--- src/cme_cfg.svh ---
// constants for the command mode entry and exit block
`ifndef CME_CFG_SVH
`define CME_CFG_SVH

// binary command codes
`define CME_CODE_GUARD_BEFORE  8'h04
`define CME_CODE_GUARD_AFTER   8'h05
`define CME_CODE_TIMEOUT       8'h06
`define CME_CODE_EXIT          8'h09
`define CME_CODE_ESC_CHAR      8'h13
`define CME_CODE_BAUD          8'h15
`define CME_CODE_AUX_TWO       8'h1F
`define CME_CODE_AUX_THREE     8'h28

// reset values
`define CME_RST_ESC_CHAR       8'h2B
`define CME_RST_TIMEOUT        16'h00C8
`define CME_RST_GUARD          16'h000A
`define CME_RST_AUX_SEL        8'h00
`define CME_RST_BAUD           16'h0003

// legal ranges
`define CME_ESC_MIN            8'h20
`define CME_ESC_MAX            8'h7F
`define CME_TIME_MIN           16'h0002
`define CME_BAUD_STD_MAX       16'h0006
`define CME_BAUD_NSTD_MIN      16'h007D
`define CME_AUX_TWO_MAX        8'h04
`define CME_AUX_THREE_MAX      8'h04
`define CME_SAT16              16'hFFFF
`define CME_ONE16              16'h0001

// selector encodings
`define CME_SEL_0              8'h00
`define CME_SEL_1              8'h01
`define CME_SEL_2              8'h02
`define CME_SEL_3              8'h03
`define CME_SEL_4              8'h04

// time base: one count of every time parameter is 100 ms
`define CME_TICK_NS            100000000
`define CME_CLK_NS             10
`define CME_TICK_CYCLES        (`CME_TICK_NS / `CME_CLK_NS)

`endif

--- src/cme_pkg.sv ---
// types shared by the command mode entry and exit block
package cme_pkg;

   typedef enum logic [1:0] {
      MODE_IDLE = 2'b00,
      MODE_ESC  = 2'b01,
      MODE_CMD  = 2'b10
   } cme_mode_t;

   typedef struct packed {
      logic        valid;
      logic        wr;
      logic [7:0]  code;
      logic [15:0] data;
   } cme_cmd_t;

   typedef struct packed {
      logic        valid;
      logic        ok;
      logic [15:0] data;
   } cme_rsp_t;

   typedef struct packed {
      logic        flow_ok;
      logic        tx_active;
      logic        rx_indicate;
      logic        own_pkt_sent;
   } cme_line_t;

   typedef struct packed {
      cme_mode_t   mode;
      logic [15:0] sil;
      logic [15:0] lead_sil;
      logic [15:0] trail_sil;
      logic [15:0] idle_tmo;
      logic [7:0]  esc;
      logic [7:0]  sel_two;
      logic [7:0]  sel_three;
      logic [15:0] baud;
      logic [15:0] baud_pend;
      cme_rsp_t    rsp;
   } cme_state_t;

   typedef struct packed {
      logic [31:0] cnt;
      logic        tick;
   } cme_tick_st_t;

   typedef struct packed {
      logic two;
      logic three;
   } cme_aux_st_t;

endpackage

--- src/cme_tick.sv ---
// restartable 100 ms time base
`timescale 1ns/1ps
`include "cme_cfg.svh"

module cme_tick
   import cme_pkg::*;
#(
   parameter int TICK_CYCLES = `CME_TICK_CYCLES
)
(
   input  wire logic mclk,
   input  wire logic rstn,
   input  wire logic restart,
   output logic      tick
);

   cme_tick_st_t st_ff;
   cme_tick_st_t nxt_st;

   // restarting keeps silence measured from the last byte, not from a free phase
   always_comb
   begin
      nxt_st = st_ff;
      nxt_st.tick = 1'b0;
      if (restart)
      begin
         nxt_st.cnt = '0;
      end
      else if (st_ff.cnt == 32'(TICK_CYCLES - 1))
      begin
         nxt_st.cnt  = '0;
         nxt_st.tick = 1'b1;
      end
      else
      begin
         nxt_st.cnt = st_ff.cnt + 32'h00000001;
      end
   end

   always_ff @(posedge mclk or negedge rstn)
   begin
      if (!rstn)
         st_ff <= '0;
      else
         st_ff <= nxt_st;
   end

   assign tick = st_ff.tick;

endmodule

--- src/cme_aux.sv ---
// auxiliary output line drivers
`timescale 1ns/1ps
`include "cme_cfg.svh"

module cme_aux
   import cme_pkg::*;
(
   input  wire logic       mclk,
   input  wire logic       rstn,
   input  wire logic [7:0] sel_two,
   input  wire logic [7:0] sel_three,
   input  wire cme_line_t  line,
   output logic            aux_output_two,
   output logic            aux_output_three
);

   cme_aux_st_t st_ff;
   cme_aux_st_t nxt_st;

   always_comb
   begin
      nxt_st = st_ff;
      case (sel_two)
         `CME_SEL_0: nxt_st.two = line.flow_ok;
         `CME_SEL_1: nxt_st.two = ~line.tx_active;
         `CME_SEL_2: nxt_st.two = 1'b1;
         `CME_SEL_3: nxt_st.two = line.tx_active;
         `CME_SEL_4: nxt_st.two = 1'b0;
         default:    nxt_st.two = line.flow_ok;
      endcase
      case (sel_three)
         `CME_SEL_0: nxt_st.three = line.rx_indicate;
         `CME_SEL_1: nxt_st.three = 1'b1;
         `CME_SEL_2: nxt_st.three = 1'b0;
         `CME_SEL_4: nxt_st.three = line.own_pkt_sent;
         // reserved selector leaves the line low
         default:    nxt_st.three = 1'b0;
      endcase
   end

   always_ff @(posedge mclk or negedge rstn)
   begin
      if (!rstn)
         st_ff <= '0;
      else
         st_ff <= nxt_st;
   end

   assign aux_output_two   = st_ff.two;
   assign aux_output_three = st_ff.three;

endmodule

--- src/cme_top.sv ---
// command mode entry and exit control for the host serial interface
//
// Function
// - escape character accepts only 0x20 to 0x7F, stored in one byte
// - escape character resets to the plus sign 0x2B
// - only the configured character between both silences counts as escape
// - silence, escape character, silence in idle enters command mode
// - leading silence in 100 ms counts, default ten counts
// - trailing silence in 100 ms counts, default one second
// - escape character is reached by command code 0x13
// - third output follows its selector: indicator, high, low, reserved, own packet
// - selector 4 asserts third output only while own-addressed packet is sent
// - exit command 0x09 in command mode returns to idle at once
// - new baud selection waits pending until the exit command runs
// - second output follows selector: clear-to-send, enable low, high, enable high, low
// - second output selector resets to 0, clear-to-send
// - timeout is 16 bits, 0x02 to 0xFFFF, in 100 ms counts
// - timeout resets to 0xC8, twenty seconds
// - no activity for the timeout leaves command mode to idle
// - timeout is code 0x06, second output selector is code 0x1F
`timescale 1ns/1ps
`include "cme_cfg.svh"

module cme_top
   import cme_pkg::*;
#(
   parameter int TICK_CYCLES = `CME_TICK_CYCLES
)
(
   input  wire logic       mclk,
   input  wire logic       rstn,
   input  wire logic       rx_valid,
   input  wire logic [7:0] rx_byte,
   input  wire cme_cmd_t   cmd,
   input  wire cme_line_t  line,
   output cme_rsp_t        rsp,
   output logic            cmd_mode,
   output logic [15:0]     host_baud,
   output logic            aux_output_two,
   output logic            aux_output_three
);

   cme_state_t st_ff;
   cme_state_t nxt_st;
   logic       tick;
   logic       activity;
   logic       restart;
   logic       esc_hit;
   logic       wr_ok;
   logic [7:0] data_lo;
   logic       hi_zero;
   logic       ok_esc;
   logic       ok_time;
   logic       ok_sel_two;
   logic       ok_sel_three;
   logic       ok_baud;
   logic       in_cmd;
   logic       lead_ok;
   logic       trail_ok;
   logic       tmo_hit;
   logic       exit_ok;

   assign activity = rx_valid | cmd.valid;
   assign data_lo  = cmd.data[7:0];

   // the time base restarts on any byte or mode change, so every
   // silence and timeout is measured in whole counts from that moment
   assign restart = activity | (nxt_st.mode != st_ff.mode);

   cme_tick #(
      .TICK_CYCLES (TICK_CYCLES)
   ) u_tick (
      .mclk    (mclk),
      .rstn    (rstn),
      .restart (restart),
      .tick    (tick)
   );

   // escape byte must match the stored character exactly
   assign esc_hit = rx_valid && (rx_byte == st_ff.esc);

   // one legality test per parameter, shared by every write and refusal path
   assign hi_zero      = (cmd.data[15:8] == 8'h00);
   assign ok_esc       = hi_zero && (data_lo >= `CME_ESC_MIN)
                         && (data_lo <= `CME_ESC_MAX);
   assign ok_time      = (cmd.data >= `CME_TIME_MIN);
   assign ok_sel_two   = hi_zero && (data_lo <= `CME_AUX_TWO_MAX);
   assign ok_sel_three = hi_zero && (data_lo <= `CME_AUX_THREE_MAX);
   // standard table entries or a direct non-standard rate
   assign ok_baud      = (cmd.data <= `CME_BAUD_STD_MAX)
                         || (cmd.data >= `CME_BAUD_NSTD_MIN);

   // legality of the data word for the addressed parameter
   always_comb
   begin
      case (cmd.code)
         `CME_CODE_ESC_CHAR:     wr_ok = ok_esc;
         `CME_CODE_TIMEOUT:      wr_ok = ok_time;
         `CME_CODE_GUARD_BEFORE: wr_ok = ok_time;
         `CME_CODE_GUARD_AFTER:  wr_ok = ok_time;
         `CME_CODE_AUX_TWO:      wr_ok = ok_sel_two;
         `CME_CODE_AUX_THREE:    wr_ok = ok_sel_three;
         `CME_CODE_BAUD:         wr_ok = ok_baud;
         default:                wr_ok = 1'b0;
      endcase
   end

   // guard and timeout compares use the silence count as it stood before this edge
   assign in_cmd   = (st_ff.mode == MODE_CMD);
   assign lead_ok  = (st_ff.sil >= st_ff.lead_sil);
   assign trail_ok = (st_ff.sil >= st_ff.trail_sil);
   assign tmo_hit  = in_cmd && !activity && (st_ff.sil >= st_ff.idle_tmo);
   assign exit_ok  = cmd.valid && (cmd.code == `CME_CODE_EXIT) && in_cmd;

   always_comb
   begin
      nxt_st = st_ff;
      nxt_st.rsp = '0;

      // silence counter, saturating, cleared by any host activity
      if (activity)
      begin
         nxt_st.sil = '0;
      end
      else if (tick && (st_ff.sil != `CME_SAT16))
      begin
         nxt_st.sil = st_ff.sil + `CME_ONE16;
      end

      case (st_ff.mode)
         MODE_IDLE:
         begin
            // leading silence checked before the byte clears the counter
            if (esc_hit && lead_ok)
            begin
               nxt_st.mode = MODE_ESC;
            end
         end
         MODE_ESC:
         begin
            // any further byte breaks the trailing silence
            if (rx_valid)
            begin
               nxt_st.mode = MODE_IDLE;
            end
            else if (trail_ok)
            begin
               nxt_st.mode = MODE_CMD;
               nxt_st.sil  = '0;
            end
         end
         MODE_CMD:
         begin
            // a byte on this edge is activity and so outruns the timeout
            if (tmo_hit)
            begin
               nxt_st.mode = MODE_IDLE;
            end
         end
         default:
         begin
            nxt_st.mode = MODE_IDLE;
         end
      endcase

      if (cmd.valid)
      begin
         nxt_st.rsp.valid = 1'b1;
         nxt_st.rsp.ok    = 1'b1;
         case (cmd.code)
            `CME_CODE_ESC_CHAR:
            begin
               if (cmd.wr)
               begin
                  if (wr_ok)
                     nxt_st.esc = data_lo;
                  else
                     nxt_st.rsp.ok = 1'b0;
               end
               nxt_st.rsp.data = {8'h00, nxt_st.esc};
            end
            `CME_CODE_TIMEOUT:
            begin
               if (cmd.wr)
               begin
                  if (wr_ok)
                     nxt_st.idle_tmo = cmd.data;
                  else
                     nxt_st.rsp.ok = 1'b0;
               end
               nxt_st.rsp.data = nxt_st.idle_tmo;
            end
            `CME_CODE_GUARD_BEFORE:
            begin
               if (cmd.wr)
               begin
                  if (wr_ok)
                     nxt_st.lead_sil = cmd.data;
                  else
                     nxt_st.rsp.ok = 1'b0;
               end
               nxt_st.rsp.data = nxt_st.lead_sil;
            end
            `CME_CODE_GUARD_AFTER:
            begin
               if (cmd.wr)
               begin
                  if (wr_ok)
                     nxt_st.trail_sil = cmd.data;
                  else
                     nxt_st.rsp.ok = 1'b0;
               end
               nxt_st.rsp.data = nxt_st.trail_sil;
            end
            `CME_CODE_AUX_TWO:
            begin
               if (cmd.wr)
               begin
                  if (wr_ok)
                     nxt_st.sel_two = data_lo;
                  else
                     nxt_st.rsp.ok = 1'b0;
               end
               nxt_st.rsp.data = {8'h00, nxt_st.sel_two};
            end
            `CME_CODE_AUX_THREE:
            begin
               if (cmd.wr)
               begin
                  if (wr_ok)
                     nxt_st.sel_three = data_lo;
                  else
                     nxt_st.rsp.ok = 1'b0;
               end
               nxt_st.rsp.data = {8'h00, nxt_st.sel_three};
            end
            `CME_CODE_BAUD:
            begin
               if (cmd.wr)
               begin
                  if (wr_ok)
                     nxt_st.baud_pend = cmd.data;
                  else
                     nxt_st.rsp.ok = 1'b0;
               end
               // reads show the pending value, the live one is on host_baud
               nxt_st.rsp.data = nxt_st.baud_pend;
            end
            `CME_CODE_EXIT:
            begin
               // exit outside command mode is refused and changes nothing
               if (exit_ok)
               begin
                  nxt_st.mode = MODE_IDLE;
                  nxt_st.baud = st_ff.baud_pend;
               end
               else
               begin
                  nxt_st.rsp.ok = 1'b0;
               end
               nxt_st.rsp.data = '0;
            end
            default:
            begin
               nxt_st.rsp.ok   = 1'b0;
               nxt_st.rsp.data = '0;
            end
         endcase
      end
   end

   always_ff @(posedge mclk or negedge rstn)
   begin
      if (!rstn)
      begin
         st_ff.mode      <= MODE_IDLE;
         st_ff.sil       <= '0;
         st_ff.lead_sil  <= `CME_RST_GUARD;
         st_ff.trail_sil <= `CME_RST_GUARD;
         st_ff.idle_tmo  <= `CME_RST_TIMEOUT;
         st_ff.esc       <= `CME_RST_ESC_CHAR;
         st_ff.sel_two   <= `CME_RST_AUX_SEL;
         st_ff.sel_three <= `CME_RST_AUX_SEL;
         st_ff.baud      <= `CME_RST_BAUD;
         st_ff.baud_pend <= `CME_RST_BAUD;
         st_ff.rsp       <= '0;
      end
      else
      begin
         st_ff <= nxt_st;
      end
   end

   cme_aux u_aux (
      .mclk             (mclk),
      .rstn             (rstn),
      .sel_two          (st_ff.sel_two),
      .sel_three        (st_ff.sel_three),
      .line             (line),
      .aux_output_two   (aux_output_two),
      .aux_output_three (aux_output_three)
   );

   assign rsp       = st_ff.rsp;
   assign cmd_mode  = in_cmd;
   assign host_baud = st_ff.baud;

endmodule

--- config.mk ---
export PLATFORM = sky130hd
export DESIGN_NAME = cme_top
export DESIGN_NICKNAME = d
export VERILOG_FILES = /design/src/cme_pkg.sv /design/src/cme_tick.sv /design/src/cme_aux.sv /design/src/cme_top.sv
export VERILOG_INCLUDE_DIRS = /design/src /design/src/src
export SDC_FILE = /design/constraint.sdc
export NUM_CORES = 1
export LEC_CHECK = 0
export BUFFER_PORTS_ARGS = -buffer_cell sky130_fd_sc_hd__clkbuf_2
export CAP_MARGIN = 0
export CORE_UTILIZATION = 40
export CTS_CLUSTER_SIZE = 20
export DETAILED_ROUTE_END_ITERATION = 16
export PLACE_DENSITY = 0.56
export SETUP_SLACK_MARGIN = 0.02
export SYNTH_ARGS = -nofsm -noshare
export SYNTH_HDL_FRONTEND = slang
export SYNTH_HIERARCHICAL = 1
export SYNTH_SLANG_ARGS = --single-unit
--- constraint.sdc ---
create_clock -name mclk -period 8.9 [get_ports mclk]
set_clock_uncertainty 0.15 [all_clocks]
set_input_delay 1.78 -clock mclk [delete_from_list [all_inputs] [get_ports mclk]]
set_output_delay 1.78 -clock mclk [all_outputs]
set_load 0.05 [all_outputs]
# Word-level counts from Yosys, hierarchy flattened
# Index checks and enable logic that the tools add are counted.
# op_classes
bitwise,3
div_mod_pow,0
mul,0
add_sub_neg,2
shift,0
n_lt_le_gt_ge,9
n_reduce_logical,25
mux,38
n_eq_ne,20
# ops
operator,n
2-to-1 mux 16 bit,12
one-hot mux 17 bit (8 select lines),1
2-to-1 mux 32 bit,2
greater-or-equal comparator 16 bit,3
2-to-1 mux 8 bit,6
== test 8 x 3 -> 1 bit (second input constant),5
2-to-1 mux 18 bit,2
adder 32 x 1 -> 32 bit (second input constant),1
== test 32 x 24 -> 1 bit (second input constant),1
== test 8 x 5 -> 1 bit (second input constant),3
adder 16 x 1 -> 16 bit (second input constant),1
== test 8 x 1 -> 1 bit (second input constant),2
== test 8 x 2 -> 1 bit (second input constant),2
greater-or-equal comparator 16 x 2 -> 1 bit (second input constant),1
greater-or-equal comparator 16 x 7 -> 1 bit (second input constant),1
less-or-equal comparator 16 x 3 -> 1 bit (second input constant),1
zero test 8 bit,2
!= test 16 bit (second input constant),1
AND reduction 2 bit,7
2-to-1 mux 2 bit,6
logical AND 1 bit,10
== test 8 x 4 -> 1 bit (second input constant),1
== test 8 x 6 -> 1 bit (second input constant),1
== test 8 bit,1
18 further kinds,24
# totals
input_bits,41
memories,0
latch_bits,0
mem_bits_rw,0
mem_bits_ro,0
out_inout_bits,37
register_bits,175
wordCells,114

# Logic depth before layout (Yosys ltp)
# depth
word_depth,13
ltp_mapped,14
mapped_depth_nobuf,13

# Hierarchy
# The synthesis kept the hierarchy.
# by_module_without_submodules
mod,instances,cells_each,area_each_um2,seq_area_each_um2
cme_top,1,696,7872.6,3522.1
cme_tick,1,189,1775.5,825.8
cme_aux,1,13,141.4,50.0

# Worst setup path after synthesis
# No wires, ideal clock.
# synth_path
path_type,input to register
from,input port cmd[21] in the netlist's numbering
to,register st_ff[110] in the netlist's numbering
stages,10
path_slack_ps,4596
t_required_ps,8625
setup_time_ps,125
path_buffers,3
arrival_time_ps,4029
path_cell_list,or4b_1 -> nor3_4 -> o41a_1 -> or2_4 -> and3_1 -> buf_6 -> and4b_1 -> buf_6 -> buf_12 -> mux2_4
# synth_via
elab_chain_len,5
elab_cells_between_ends,13
cone_classes,eq/ne: 7; mux: 3; reduce/logical: 3
# synth_lines
element,line_no,rtl
start: declaration,cme_top.sv:34,"input wire cme_cmd_t cmd,"
== test 8 x 3 -> 1 bit (tied with other cells),cme_top.sv:96,case (cmd.code)
OR reduction 3 bit (no line) / OR reduction 2 bit (equally long branches),--,
one-hot mux 1 bit (4 select lines),cme_top.sv:96,
2-to-1 mux 16 bit,cme_top.sv:197,if (wr_ok)
2-to-1 mux 16 bit,cme_top.sv:195,if (cmd.wr)
end signal: assignment,cme_top.sv:290,st_ff <= nxt_st;
end: declaration,cme_top.sv:43,cme_state_t st_ff;
# Several ways; a longest one is shown, not always the timed one.
# A chain may end at the register's enable or synchronous reset.

# Worst setup path after layout
# layout_path
from,input port cmd[21] in the netlist's numbering
to,register st_ff[120] in the netlist's numbering
# Same word-level chain as after synthesis.

==> flow_metrics.env <==
export IMPL_clockBufferDepth=2
export IMPL_die_area_sq_um=25100
export IMPL_yosys_area_top_type="dfrtp_1"
export IMPL_clockPowerShare_pct=46.1
export IMPL_switching_share_pct=25.78
export IMPL_final_nets=1020
export IMPL_crit_path_max_fanout=16
export IMPL_clk_pin_slew_ns=0.07
export IMPL_max_stage_delay_ns=0.88
export IMPL_synth_top_cell_area_share_pct=40.90
export IMPL_num_vias=7054
export IMPL_reg2regPathDepth=12
export IMPL_drt_pass1_iter_count=5
export IMPL_p_leak_uw=0.004881
export IMPL_boundaryPins=78
export IMPL_r2r_setup_slack_ns=5.40
export IMPL_cp_end_kind="flop"
export IMPL_rows=56
export IMPL_hold_path_startpoint="u_tick/st_ff[1]"
export IMPL_core_area_sq_um=23750
export IMPL_drv_slew=0
export IMPL_synthFlopType="dfrtp_1"
export IMPL_synth_edf_count=0
export IMPL_cts_tree="yes"
export IMPL_tritoncts_num_buffers=17
export IMPL_worstReg2RegEnd="u_tick/st_ff[29]"
export IMPL_wl_met3_microns=1040
export IMPL_drv_cap=0
export IMPL_antenna_found_initial=0
export IMPL_min_to="u_tick/st_ff[1]"
export IMPL_synth_most_common_cell="dfrtp_1"
export IMPL_worstSetupPathType="input port to flop"
export IMPL_die_h_microns=158.4
export IMPL_clockRootBuffer="clkbuf_16"
export IMPL_arrival_ns=5.43
export IMPL_wl_per_cell_microns=18.96
export IMPL_path_cells="clkbuf_2, or4b_1, nor4_2, o41a_1, or2_4, and3_1, and4b_1, mux2_2"
export IMPL_tns_ns=0
export IMPL_totalWireLength_microns=23900
export IMPL_grt_max_degree=67
export IMPL_worstHoldPathCells=1
export IMPL_die_w_microns=158.4
export IMPL_seq_area_frac_synth_pct=44.93
export IMPL_wl_met1_microns=11400
export IMPL_rsz0062_at_grt="false"
export IMPL_synthCells=898
export IMPL_drtIter0Drc=501
export IMPL_syn_area_sq_um=9789
export IMPL_final_setup_viol_count=0
export IMPL_hold_buffers=0
export IMPL_postRouteAntennaNets=0
export IMPL_crit_reg2reg_launch="st_ff[131]"
export IMPL_fmax_mhz=190.2
export IMPL_power_density_nw_per_um2=148.2
export IMPL_yosys_top_cells_count="160 x dfrtp_1, 83 x mux2_2, 56 x inv_1"
export IMPL_multi_input_area_sq_um=4756
export IMPL_combPwrFrac_pct=3.9
export IMPL_maxUsedRoutingLayer="met4"
export IMPL_syn_area_per_cell_sq_um=10.90
export IMPL_holdCritPathClass="flop to flop"
export IMPL_ir_worst_vdd_mv=0.1208
export IMPL_wl_met2_microns=11230
export IMPL_grt_overflow=0
export IMPL_initial_core_util_pct=41.21
export IMPL_io_buffers=77
export IMPL_grtUsageTotal_pct=20.25
export IMPL_ff_latch_area_sq_um=4398
export IMPL_cp_start_kind="input port"
export IMPL_tightest_slew_ns=1.127
export IMPL_drc=0
export IMPL_post_cts_resized=0
export IMPL_period_share_pct=59.06
export IMPL_postCtsSetupRepairBufs=0
export IMPL_cts_sinks=175
export IMPL_cp_data_required_time_ns=9.07
export IMPL_synth_cell_types=72
export IMPL_fin_crit_ns=5.256
export IMPL_fillers=2256
export IMPL_viasPerCell=5.598
export IMPL_synth_fp_nets=989
export IMPL_holdWs_ns=0.3393
export IMPL_synthArstFlopShare_pct=100.0
export IMPL_dp_final_hpwl_microns=17380
export IMPL_hold_viol=0
export IMPL_diodes=0
export IMPL_yosys_top_cells_area="dfrtp_1 41%, mux2_2 9.5%, ha_1 6.4%, dfstp_2 4.0%, buf_4 2.6%"
export IMPL_intPower_uw=1183
export IMPL_ys_warn_count=6
export IMPL_grt_pass1_vias=6819
export IMPL_p_sw_uw=410.9
export IMPL_htree_levels=4
export IMPL_gp_congestion=0.8446
export IMPL_final_layout_size_suffix_gt1_share_pct=25.82
export IMPL_area_delta_synth_final_pct=9.880
export IMPL_synth_seq_cells=175
export IMPL_power_frac_seq_pct=50.0
export IMPL_grt_pass1_wl_microns=38520
export IMPL_cp_slowest_cell="and4b_1"
export IMPL_slew_headroom_pct=24.42
export IMPL_status="completed"
export IMPL_clock_latency_ns=0.44
[critical path: cells and delay by family]
kind | cells | cell delay [ns]
simple gates | 5 | 2.81
buf+inv | 1 | 0.12
mux | 1 | 0.42
compound gates | 1 | 0.29
[how the worst max path moves through the flow]
| stage | start | endpoint |
|---|---|---|
| floorplan | cmd[21] | st_ff[110] |
| global placement | cmd[21] | st_ff[120] |
| detailed placement | cmd[21] | st_ff[121] |
| CTS | cmd[21] | st_ff[121] |
| global route | cmd[21] | st_ff[121] |
| finish | cmd[21] | st_ff[120] |
[power groups by stage]
stage               registers [uW]  clock network [uW]  logic (uW)
floorplan                      814                   0        18.9
global placement               812                   0        63.9
detailed placement             812                   0        63.7
CTS                            797                 755        63.8
global route                   797                 784        69.4
finish                         797                 735        62.5
[placed cells by master, fill, tap and decap left out, drive strengths merged, types with 16 or more instances in the layout]
cell and n:
a21oi 27, xor2 21, ha 50, or4 20
nor2 50, inv 63, nand2 41, dfrtp 160
nand3 29, clkbuf 93, nand4 21, a22oi 17
nor3 17, mux2 93, a222oi 16
[cells by family after synthesis]
group	after synthesis	synth area share [%]
buf+inv	125	6.684
xor+xnor	35	3.131
flops	175	44.93
fa+ha+maj	50	6.391
compound gates	154	11.94
simple gates	263	15.54
mux	96	11.39
[stage by stage]
step,power [uW],setup slack (ns),area [sq um],util [%],instances
finish,1594,3.644,10760,45.29,1260
global route,1650,3.462,10760,45.29,1260
CTS,1615,3.691,10760,45.29,1260
detailed placement,875.8,3.250,10180,42.88,1229
global placement,875.9,3.347,10180,42.88,1229
floorplan,832.7,4.596,9789,-,898
[flip-flops by register name, summed over array words and instances, names as in the netlist]
signal and count:
u_tick/tick 1, host_baud 16, u_aux/aux_output_two 1, u_tick/st_ff 32, st_ff 106, rsp 18
u_aux/aux_output_three 1
[layout make-up]
| cell class | count | area share (%) |
|---|---|---|
| inverter | 56 | 1.954 |
| multi-input combinational | 598 | 44.21 |
| clock buffer | 17 | 3.955 |
| timing repair buffer | 81 | 3.920 |
| sequential | 175 | 40.89 |
| clock inverter | 14 | 1.361 |
| tap | 319 | 3.711 |
[layer usage]
layer | up-vias | global-route usage [%]
met5 | - | 0
met4 | 0 | 5.174
met3 | 19 | 3.457
met2 | 176 | 33.06
met1 | 3491 | 27.73
li1 | 3368 | -
Note: power is estimated with default switching activity, not from simulation.
